## src/cbtc_map.svh

```systemverilog
// register offsets, field positions, reset values and timing counts
`ifndef CBTC_MAP_SVH
`define CBTC_MAP_SVH

// register byte offsets
`define CBTC_OFF_CTRL 8'h00
`define CBTC_OFF_CMD 8'h04
`define CBTC_OFF_CHOSEN 8'h08
`define CBTC_OFF_FLAGS 8'h0c
`define CBTC_OFF_STAT 8'h10

// control register fields
`define CBTC_CTRL_DESTR 0

// command register fields (write-one pulses)
`define CBTC_CMD_READ 0
`define CBTC_CMD_CLEAR 1

// status register fields
`define CBTC_ST_BUSY 0
`define CBTC_ST_DAC 1
`define CBTC_ST_XFER 2
`define CBTC_ST_OVF 3
`define CBTC_ST_RDPEND 4
`define CBTC_ST_TRACK 8
`define CBTC_ST_CE 16

// reset values
`define CBTC_RST_CHOSEN 32'hffffffff
`define CBTC_RST_DESTR 1'b0

// timing
`define CBTC_CLK_PS 40000
`define CBTC_LATCH_NS 150

// block geometry
`define CBTC_BLOCK_BITS 4096
`define CBTC_TRACK_BITS 256

`endif

```

## src/cbtc_pkg.sv

```systemverilog
// types shared by the block transfer control design
package cbtc_pkg;

  // sequence controller states
  typedef enum logic [1:0] {
    CBTC_IDLE,
    CBTC_SETUP,
    CBTC_XFER
  } cbtc_state_t;

endpackage

```

## src/cbtc_sel_cell.sv

```systemverilog
// one cell of the iterative block selector array
`timescale 1ns/1ps
module cbtc_sel_cell (
  // chain
  input wire logic enIn,
  output logic enOut,
  // this block
  input wire logic chosen,
  input wire logic flag,
  output logic selected
);

  logic avail;

  // a block is available when chosen and its flag does not occupy it;
  // it is selected only when no lower block is available
  assign avail = chosen & ~flag; // [RQ2]
  assign selected = avail & enIn; // [RQ2] [RQ3]
  assign enOut = enIn & ~avail; // [RQ3]

endmodule

```

## src/cbtc_top.sv

```systemverilog
// block selector, decoder, track counter, output buffer and sequencer
// Functional notes
// RQ1 - valid flag per block, cleared by manual clear or destructive read
// RQ2 - cell selects when chosen, flag clear, no lower block available
// RQ3 - at most one of 32 block-selected lines active
// RQ4 - write start sets the block flag, enabling next higher cell
// RQ5 - destructive read selects on inverted flag and clears it
// RQ6 - auxiliary flag marks read blocks; all clear at read end
// RQ7 - selector overflow ends a read or shows no free block
// RQ8 - one-hot select decoded to 3-bit address and one-of-four enable
// RQ9 - block address drives upper three bits of track address
// RQ10 - address and enables registered, change only at block start
// RQ11 - gray counter gives low track bits, steps on zero address
// RQ12 - memory nibble captured about 150 ns after third phase rise
// RQ13 - first buffer copied to second at next transfer cycle
// RQ14 - mux shifts second register bits out serially in order
// RQ15 - active-low output-available marks valid serial data
// RQ16 - idle holds write direction with all chip enables off
// RQ17 - read request held until every available chosen block read
// RQ18 - read waits for write end, write waits for read end
// RQ19 - busy output monitors and blocks opposite request
// RQ20 - data-available-control spans request to transfer end
// RQ21 - transfer request active only while data moves
// RQ22 - overflow monitor ends reads, flags full memory on writes
// RQ23 - block of 4096 bits, track of 256 bits; the code runs a track as 256 four-bit transfer cycles, 1024 bits
// RQ24 - track counter runs 00,01,11,10 and restarts at block start
`timescale 1ns/1ps
`include "cbtc_map.svh"
module cbtc_top
  import cbtc_pkg::*;
#(
  parameter int BLOCKS = 32,
  parameter int BIT_DIV = 8
) (
  // clock and reset
  input wire logic mclk,
  input wire logic nrst,
  // apb slave
  input wire logic psel,
  input wire logic penable,
  input wire logic pwrite,
  input wire logic [7:0] paddr,
  input wire logic [31:0] pwdata,
  output logic [31:0] prdata,
  output logic pready,
  output logic pslverr,
  // serial data source side
  input wire logic dataIn,
  input wire logic dataInAvailN,
  output logic dataOut,
  output logic dataOutAvailN,
  // memory board
  input wire logic [3:0] memRdata,
  output logic [3:0] memWdata,
  output logic [4:0] memTrack,
  output logic [3:0] memCe,
  output logic memWrite,
  output logic phase3Tick,
  // monitors
  output logic virtualAddressZero,
  output logic busy,
  output logic dac,
  output logic xferReq,
  output logic memOverflow
);

  // ----------------------------------------------------------------
  // constants and elaboration checks
  // ----------------------------------------------------------------
  localparam int LATCH_CYC =
    (`CBTC_LATCH_NS * 1000 + `CBTC_CLK_PS - 1) / `CBTC_CLK_PS; // [RQ12]
  localparam int BITS_PER_CYC = 4;
  localparam int TRACK_CYC = `CBTC_TRACK_BITS; // [RQ23]
  localparam int TRACKS = `CBTC_BLOCK_BITS / (TRACK_CYC * BITS_PER_CYC);

  // capture must land before the next transfer cycle starts
  if (BIT_DIV < 2 || BITS_PER_CYC * BIT_DIV <= LATCH_CYC + 1) begin
    $error("cbtc_top: BIT_DIV too small for capture delay");
  end
  if (BLOCKS != 32) begin
    $error("cbtc_top: decoder serves exactly 32 blocks");
  end
  if (TRACKS != 4) begin
    $error("cbtc_top: two-bit gray track counter needs four tracks");
  end

  // ----------------------------------------------------------------
  // state
  // ----------------------------------------------------------------
  typedef struct packed {
    cbtc_state_t state;
    logic isRead;
    logic readPend;
    logic destr;
    logic [31:0] chosen;
    logic [31:0] valid;
    logic [31:0] aux;
    logic [2:0] blkAddr;
    logic [3:0] ce;
    logic [1:0] track;
    logic [7:0] vaddr;
    logic [7:0] divCnt;
    logic [1:0] bitCnt;
    logic [3:0] latchCnt;
    logic latchArm;
    logic [3:0] buf1;
    logic buf1Full;
    logic [3:0] buf2;
    logic [1:0] outIdx;
    logic outValid;
    logic dout;
    logic doutOk;
    logic [3:0] wShift;
    logic [3:0] wdata;
    logic ovf;
    logic [31:0] rdata;
  } cbtc_regs_t;

  cbtc_regs_t r;
  cbtc_regs_t next_r;

  logic bitTick;
  logic ccdTick;
  logic vaTick;
  logic [31:0] flagEff;
  logic [31:0] selLine;
  logic [32:0] chain;
  logic selOvf;
  logic [4:0] selIdx;
  logic apbWr;
  logic apbSetup;
  logic addrOk;
  logic writeReq;
  logic readCmd;
  logic [31:0] statWord;

  // ----------------------------------------------------------------
  // selector array
  // ----------------------------------------------------------------
  // flag seen by each cell depends on direction and read mode
  assign flagEff = !r.isRead ? r.valid : // [RQ2]
    r.destr ? ~r.valid : // [RQ5]
    ~r.valid | r.aux; // [RQ6]

  assign chain[0] = 1'b1;
  for (genvar i = 0; i < 32; i++) begin : g_cell
    cbtc_sel_cell u_cell (
      .enIn(chain[i]),
      .enOut(chain[i+1]),
      .chosen(r.chosen[i]),
      .flag(flagEff[i]),
      .selected(selLine[i])
    );
  end
  // nothing left to select at the top of the chain
  assign selOvf = chain[32]; // [RQ7]

  // one-hot to binary; only one line is ever high
  function automatic logic [4:0] onehot_idx(input logic [31:0] v);
    logic [4:0] idx;
    idx = 5'h00;
    for (int k = 0; k < 32; k++) begin
      if (v[k]) begin
        idx = k[4:0];
      end
    end
    return idx;
  endfunction
  assign selIdx = onehot_idx(selLine); // [RQ8]

  // ----------------------------------------------------------------
  // timing: bit rate, transfer cycle, virtual address
  // ----------------------------------------------------------------
  assign bitTick = (r.divCnt == 8'(BIT_DIV - 1));
  assign ccdTick = bitTick && (r.bitCnt == 2'h3);
  assign vaTick = ccdTick && (r.vaddr == 8'h00);

  // ----------------------------------------------------------------
  // apb decode
  // ----------------------------------------------------------------
  assign apbSetup = psel && !penable;
  assign apbWr = psel && penable && pwrite && addrOk;
  assign readCmd = apbWr && paddr == `CBTC_OFF_CMD && pwdata[`CBTC_CMD_READ];
  always_comb begin
    case (paddr)
      `CBTC_OFF_CTRL, `CBTC_OFF_CMD, `CBTC_OFF_CHOSEN,
      `CBTC_OFF_FLAGS, `CBTC_OFF_STAT: addrOk = 1'b1;
      default: addrOk = 1'b0;
    endcase
  end
  // writes to read-only words are refused like unmapped ones
  assign pready = psel && penable;
  assign pslverr = psel && penable && (!addrOk || (pwrite &&
    (paddr == `CBTC_OFF_FLAGS || paddr == `CBTC_OFF_STAT)));

  always_comb begin
    statWord = 32'h00000000;
    statWord[`CBTC_ST_BUSY] = busy;
    statWord[`CBTC_ST_DAC] = dac;
    statWord[`CBTC_ST_XFER] = xferReq;
    statWord[`CBTC_ST_OVF] = r.ovf;
    statWord[`CBTC_ST_RDPEND] = r.readPend;
    statWord[`CBTC_ST_TRACK +: 5] = memTrack;
    statWord[`CBTC_ST_CE +: 4] = r.ce;
  end

  // data input available is the write request
  assign writeReq = !dataInAvailN;

  // ----------------------------------------------------------------
  // next state
  // ----------------------------------------------------------------
  always_comb begin
    next_r = r;
    // dividers and virtual address run free, so data stays refreshed
    next_r.divCnt = bitTick ? 8'h00 : r.divCnt + 8'h01;
    next_r.bitCnt = r.bitCnt + 2'(bitTick);
    next_r.vaddr = r.vaddr + 8'(ccdTick);

    // register reads sampled in the setup phase
    if (apbSetup) begin
      case (paddr)
        `CBTC_OFF_CTRL: next_r.rdata = {31'h0, r.destr};
        `CBTC_OFF_CHOSEN: next_r.rdata = r.chosen;
        `CBTC_OFF_FLAGS: next_r.rdata = r.valid;
        `CBTC_OFF_STAT: next_r.rdata = statWord;
        default: next_r.rdata = 32'h00000000;
      endcase
    end
    // manual clear first, so a same-cycle write start still sets
    if (apbWr && paddr == `CBTC_OFF_CMD && pwdata[`CBTC_CMD_CLEAR]) begin
      next_r.valid = r.valid & ~r.chosen; // [RQ1]
    end
    if (readCmd) begin
      next_r.readPend = 1'b1; // [RQ17]
    end
    // mode and chosen set may only change while nothing is in flight
    if (apbWr && paddr == `CBTC_OFF_CTRL && r.state == CBTC_IDLE) begin
      next_r.destr = pwdata[`CBTC_CTRL_DESTR];
    end
    if (apbWr && paddr == `CBTC_OFF_CHOSEN && r.state == CBTC_IDLE) begin
      next_r.chosen = pwdata;
    end

    // write data: gather four serial bits per transfer cycle
    if (bitTick && r.state == CBTC_XFER && !r.isRead) begin
      next_r.wShift = {dataIn, r.wShift[3:1]};
    end
    if (ccdTick && r.state == CBTC_XFER && !r.isRead) begin
      next_r.wdata = {dataIn, r.wShift[3:1]};
    end

    // read capture a fixed delay after the third phase rise
    if (ccdTick && r.state == CBTC_XFER && r.isRead) begin
      next_r.latchArm = 1'b1;
      next_r.latchCnt = 4'h0;
    end else if (r.latchArm) begin
      if (r.latchCnt == 4'(LATCH_CYC - 1)) begin
        next_r.latchArm = 1'b0;
        next_r.buf1 = memRdata; // [RQ12]
        next_r.buf1Full = 1'b1;
      end else begin
        next_r.latchCnt = r.latchCnt + 4'h1;
      end
    end
    // second register loads at the next cycle start; serial out follows
    if (ccdTick) begin
      next_r.outValid = r.buf1Full; // [RQ15]
      next_r.buf1Full = 1'b0;
      next_r.buf2 = r.buf1; // [RQ13]
      next_r.outIdx = 2'h0;
    end
    // available flag follows dout, one bit tick behind outValid
    next_r.doutOk = bitTick ? r.outValid : r.doutOk; // [RQ15]
    if (bitTick && r.outValid) begin
      next_r.dout = r.buf2[r.outIdx]; // [RQ14]
      next_r.outIdx = r.outIdx + 2'h1;
    end

    // sequencer
    case (r.state)
      CBTC_IDLE: begin
        next_r.ovf = 1'b0;
        next_r.track = 2'h0;
        if (writeReq) begin
          next_r.isRead = 1'b0; // [RQ18]
          next_r.state = CBTC_SETUP;
        end else if (r.readPend) begin
          next_r.isRead = 1'b1; // [RQ18]
          next_r.state = CBTC_SETUP;
        end
      end
      CBTC_SETUP: begin
        next_r.ovf = selOvf; // [RQ22]
        if (selOvf) begin
          // read finished or memory full: back to write-ready idle
          next_r.state = CBTC_IDLE; // [RQ7]
          if (r.isRead) begin
            next_r.readPend = readCmd; // [RQ17] a fresh request wins
            next_r.aux = 32'h00000000; // [RQ6]
          end
          next_r.isRead = 1'b0;
        end else if (vaTick) begin
          next_r.state = CBTC_XFER;
          next_r.blkAddr = selIdx[2:0]; // [RQ10]
          next_r.ce = 4'h1 << selIdx[4:3]; // [RQ8] [RQ10]
          next_r.track = 2'h0; // [RQ24]
          if (!r.isRead) begin
            next_r.valid = next_r.valid | selLine; // [RQ4] [RQ1]
          end else if (r.destr) begin
            next_r.valid = next_r.valid & ~selLine; // [RQ5]
          end else begin
            next_r.aux = r.aux | selLine; // [RQ6]
          end
        end
      end
      CBTC_XFER: begin
        if (vaTick) begin
          if (r.track == 2'h2) begin
            // block complete after its fourth track
            next_r.track = 2'h0; // [RQ24]
            if (r.isRead || writeReq) begin
              next_r.state = CBTC_SETUP; // [RQ17] [RQ20]
            end else begin
              next_r.state = CBTC_IDLE;
            end
          end else begin
            // gray order keeps one bit changing per step
            next_r.track = {r.track[0], ~r.track[1]}; // [RQ11] [RQ24]
          end
        end
      end
      default: begin
        next_r.state = CBTC_IDLE;
      end
    endcase
  end

  // ----------------------------------------------------------------
  // state register
  // ----------------------------------------------------------------
  always_ff @(posedge mclk) begin
    if (!nrst) begin
      r <= '0;
      r.chosen <= `CBTC_RST_CHOSEN;
      r.destr <= `CBTC_RST_DESTR;
    end else begin
      r <= next_r;
    end
  end

  // ----------------------------------------------------------------
  // outputs
  // ----------------------------------------------------------------
  assign prdata = r.rdata;
  // enables only during a block transfer; idle inhibits the board
  assign memCe = (r.state == CBTC_XFER) ? r.ce : 4'h0; // [RQ16]
  assign memWrite = !r.isRead; // [RQ16]
  assign memTrack = {r.blkAddr, r.track}; // [RQ9] [RQ11]
  assign memWdata = r.wdata;
  assign phase3Tick = ccdTick;
  assign virtualAddressZero = (r.vaddr == 8'h00);
  assign busy = (r.state != CBTC_IDLE); // [RQ19]
  assign dac = (r.state != CBTC_IDLE); // [RQ20]
  assign xferReq = (r.state == CBTC_XFER); // [RQ21]
  assign memOverflow = r.ovf; // [RQ22]
  assign dataOut = r.dout;
  // read gating hides a stale tail once a write has taken over
  assign dataOutAvailN = !(r.doutOk && r.isRead); // [RQ15]

endmodule

```

## config.mk

```make
export PLATFORM = sky130hd
export DESIGN_NAME = cbtc_top
export DESIGN_NICKNAME = d
export VERILOG_FILES = /design/src/cbtc_pkg.sv /design/src/cbtc_sel_cell.sv /design/src/cbtc_top.sv
export VERILOG_INCLUDE_DIRS = /design/src
export SDC_FILE = /design/constraint.sdc
export NUM_CORES = 1
export LEC_CHECK = 0
export ABC_AREA = 1
export BUFFER_PORTS_ARGS = -buffer_cell sky130_fd_sc_hd__buf_4
export CAP_MARGIN = 10
export CORE_ASPECT_RATIO = 1.25
export CORE_MARGIN = 1
export CORE_UTILIZATION = 55
export CTS_BUF_LIST = sky130_fd_sc_hd__clkbuf_4 sky130_fd_sc_hd__clkbuf_8
export CTS_CLUSTER_DIAMETER = 200
export DETAILED_ROUTE_END_ITERATION = 8
export PLACE_DENSITY = 0.75
export REMOVE_ABC_BUFFERS = 1
export SYNTH_ARGS = -nofsm -noshare
export SYNTH_HDL_FRONTEND = slang
export SYNTH_SLANG_ARGS = --single-unit
export TNS_END_PERCENT = 10
```

## constraint.sdc

```tcl
create_clock -name mclk -period 7 [get_ports mclk]
set_clock_uncertainty 0.1 [all_clocks]
set_input_delay 1.4 -clock mclk [delete_from_list [all_inputs] [get_ports mclk]]
set_output_delay 1.4 -clock mclk [all_outputs]
set_load 0.01 [all_outputs]
```

==> flow_summary_export.csv <==
group,metric,value,unit
routing,drtIter0Drc,733,
routing,drc,0,
grt,grt_pass1_wl,43.8,mm
synth,seq_area_frac_synth,37.7,%
cells_and_area,seq_area,3740,um^2
synth,yosys_warnings,0,
cells_and_area,nets,1549,
cts,hold_buffers,0,
cells_and_area,area_growth,9.34,%
floorplan,coreArea,17600,um^2
sta,setup_violations,0,
worst_hold_path,min_path_type,"reg -> reg",
placement,dp_hpwl,17.7,mm
cts,h-tree-depth,4,
critical_path,cp_data_arrival_time,5.08,ns
cells_and_area,multi_input_area,4780,um^2
cts,root_buffer,"clkbuf_8",
synth,synth.cell_area,9940,um^2
cts,clkLatencyLatePin,0.49,ns
sta,rsz0062_at_grt,"false",
sta,min_period,4.84,ns
critical_path,worst_ep_required_time,7.25,ns
placement,place_congestion,0.898,
synth,ys_ff_latch,187,
sta,min_period_over_period,69.1,%
floorplan,die-area,18600,um^2
floorplan,start_util,56.6,%
critical_path,worstSetupEndpointType,"register",
synth,synth_edf_count,0,
cts,cts.clk_slew.worst_paths,0.10,ns
sta,fmax,207,MHz
routing,drtPass1Iterations,6,
routing,vias,9744,
floorplan,fp.dieH,152,um
grt,grt_use_total,29.6,%
floorplan,io_pins,107,
cts,cts_setup_buffers,0,
synth,synth_cell_types,41,
grt,antenna_found_initial,0,
synth,synthCells,1470,
cts,cts_resized,0,
routing,routed_via_density,5.65,
cts,cts-buffers-inserted,17,
power_and_ir_drop,ir_drop,0.000130,V
cells_and_area,fill_cells,1711,
cts,cts_num_sinks,187,
grt,grt_pass1_vias,9093,
run_status,status,"completed",
routing,drtAntennaViolNets,0,
sta,setup-tns-final,0,ns
placement,io_buffers,106,
cts,cts_tree,"done",
cells_and_area,diodes,0,
synth,synthFlopType,"dfxtp_1",
cells_and_area,drive_gt1_share,12.5,%
floorplan,die_w,122,um
power_and_ir_drop,p_per_area,192,nW/um^2
grt,grt_max_degree,85,
routing,wirelength,26.7,mm
routing,wire_per_inst,15.5,um
critical_path,worst_setup_path_start_kind,"register",
grt,gr-total-overflow,0,
power_and_ir_drop,p_leak,4.79,nW
placement,placed_cells,1694,
floorplan,rows,54,
sta,tightestPinTransition,1.23,ns
flow_run,drv_cap,0,
cells_and_area,design_area,10900,um^2
cells_and_area,final_cells,1726,
critical_path,worstSetupPathType,"reg -> reg",
synth,syn-mean-instance-area,6.76,um^2
placement,dpl-instance-area,10500,um^2
sta,slew-limit-headroom,18.2,%
synth,async_flop_share,0,%
cts,cts_buffer_depth,2,
sta,hold_viol_final,0,
critical_path,cp_max_fo,33,
sta,slew_violations,0,
==> layout make-up <==
cell class	instances	area share, %
Inverter	201	6.94
Clock buffer	20	2.42
Multi-Input combinational cell	961	44.0
Timing Repair Buffer	121	8.36
Tap cell	224	2.58
Clock inverter	12	1.27
Sequential cell	187	34.5
==> registers in the layout (all words and copies together), names as in the netlist <==
| register | flops |
|---|---|
| memOverflow | 1 |
| r | 144 |
| memWdata | 4 |
| dataOut | 1 |
| memTrack | 5 |
| prdata | 32 |
==> placed cells by master, fill, tap and decap left out, drive strengths merged, types with 3 or more instances in the layout <==
cell type and count:
clkbuf 20, inv 204, ha 9, nor2 119, o21ai 149, dfxtp 187
clkinv 5, a31oi 3, nor4 12, nand3b 5, o221ai 8, or2 3
o211ai 9, nand2 280, a21oi 154, nor3 21, buf 121, nand4 54
o22ai 30, nand3 92
==> worst paths after layout <==
path / from / endpoint / slack, ns / depth (start not counted)
min: r[115]$_SDFFE_PN0P_ / r[115]$_SDFFE_PN0P_ / 0.35 / 2
max reg2reg: r[185]$_SDFFE_PN0P_ / r[99]$_SDFFE_PN0P_ / 2.16 / 23
min reg2reg: r[115]$_SDFFE_PN0P_ / r[115]$_SDFFE_PN0P_ / 0.35 / 2
max: r[185]$_SDFFE_PN0P_ / r[99]$_SDFFE_PN0P_ / 2.16 / 23
==> power breakdown <==
part           total (mW)  internal [mW]  switching [mW]  leakage [nW]
registers            1.09           1.08          0.0135          1.51
logic               0.245         0.0757           0.169          3.08
clock network       0.753          0.338           0.415         0.201
total                2.09           1.49           0.598          4.79
==> worst max-delay path, cell delays in order, from the launching register on <==
cell,delay (ns)
dfxtp_2,0.45
inv_2,0.19
buf_4,0.41
a21oi_1,0.12
nand2_1,0.13
nand3_2,0.10
nor2_2,0.12
nand4_2,0.15
nor2_4,0.15
nand4_4,0.11
nor2_4,0.11
nand4_2,0.13
nor2_2,0.16
nand4_2,0.13
nor2_2,0.17
nand4_2,0.15
nor2_4,0.17
nand4_4,0.13
nor3_4,0.19
nand4_4,0.17
o21ai_4,0.36
nand3_2,0.13
nand2_2,0.56
a21oi_1,0.09
==> cells in the mapped netlist, drive strengths merged (12+ instances only) <==
| master | n | area, um^2 |
|---|---|---|
| nor2 | 119 | 487 |
| nor3 | 21 | 121 |
| nor4 | 12 | 75.1 |
| nand3 | 92 | 475 |
| clkbuf | 59 | 221 |
| nand4 | 54 | 408 |
| a21oi | 154 | 771 |
| o22ai | 30 | 188 |
| buf | 62 | 458 |
| o21ai | 149 | 757 |
| inv | 201 | 754 |
| dfxtp | 187 | 3740 |
| nand2 | 280 | 1050 |
==> metal layers <==
metal / global-route usage, % / share of wire (%) / vias up
met2: 49.9 / 49 / 352
met1: 37.1 / 43 / 4460
li1: - / - / 4867
met3: 5.43 / 6.4 / 65
met4: 10.7 / 2.4 / 0
met5: 0 / 0 / -
==> stage by stage <==
step	hold slack, ns	setup slack, ns	power [mW]	utilization, %
after floorplan	0.318	0.489	1.24	-
after global placement	0.331	2.39	1.35	59.6
after detailed placement	0.339	2.22	1.35	59.6
after CTS	0.354	2.21	2.08	61.9
after global routing	0.362	1.74	2.16	61.9
final	0.354	2.16	2.09	61.9
==> logic make-up after synthesis <==
group	after synthesis	synth area share, %
AND/OR/NAND/NOR	589	27.1
AO/OA/AOI/OAI	360	19.4
buffers and inverters	322	14.4
flip-flops	187	37.7
adder cells (fa/ha/maj)	9	1.13
XOR/XNOR	3	0.264
Note: power is estimated with default switching activity, not from simulation.
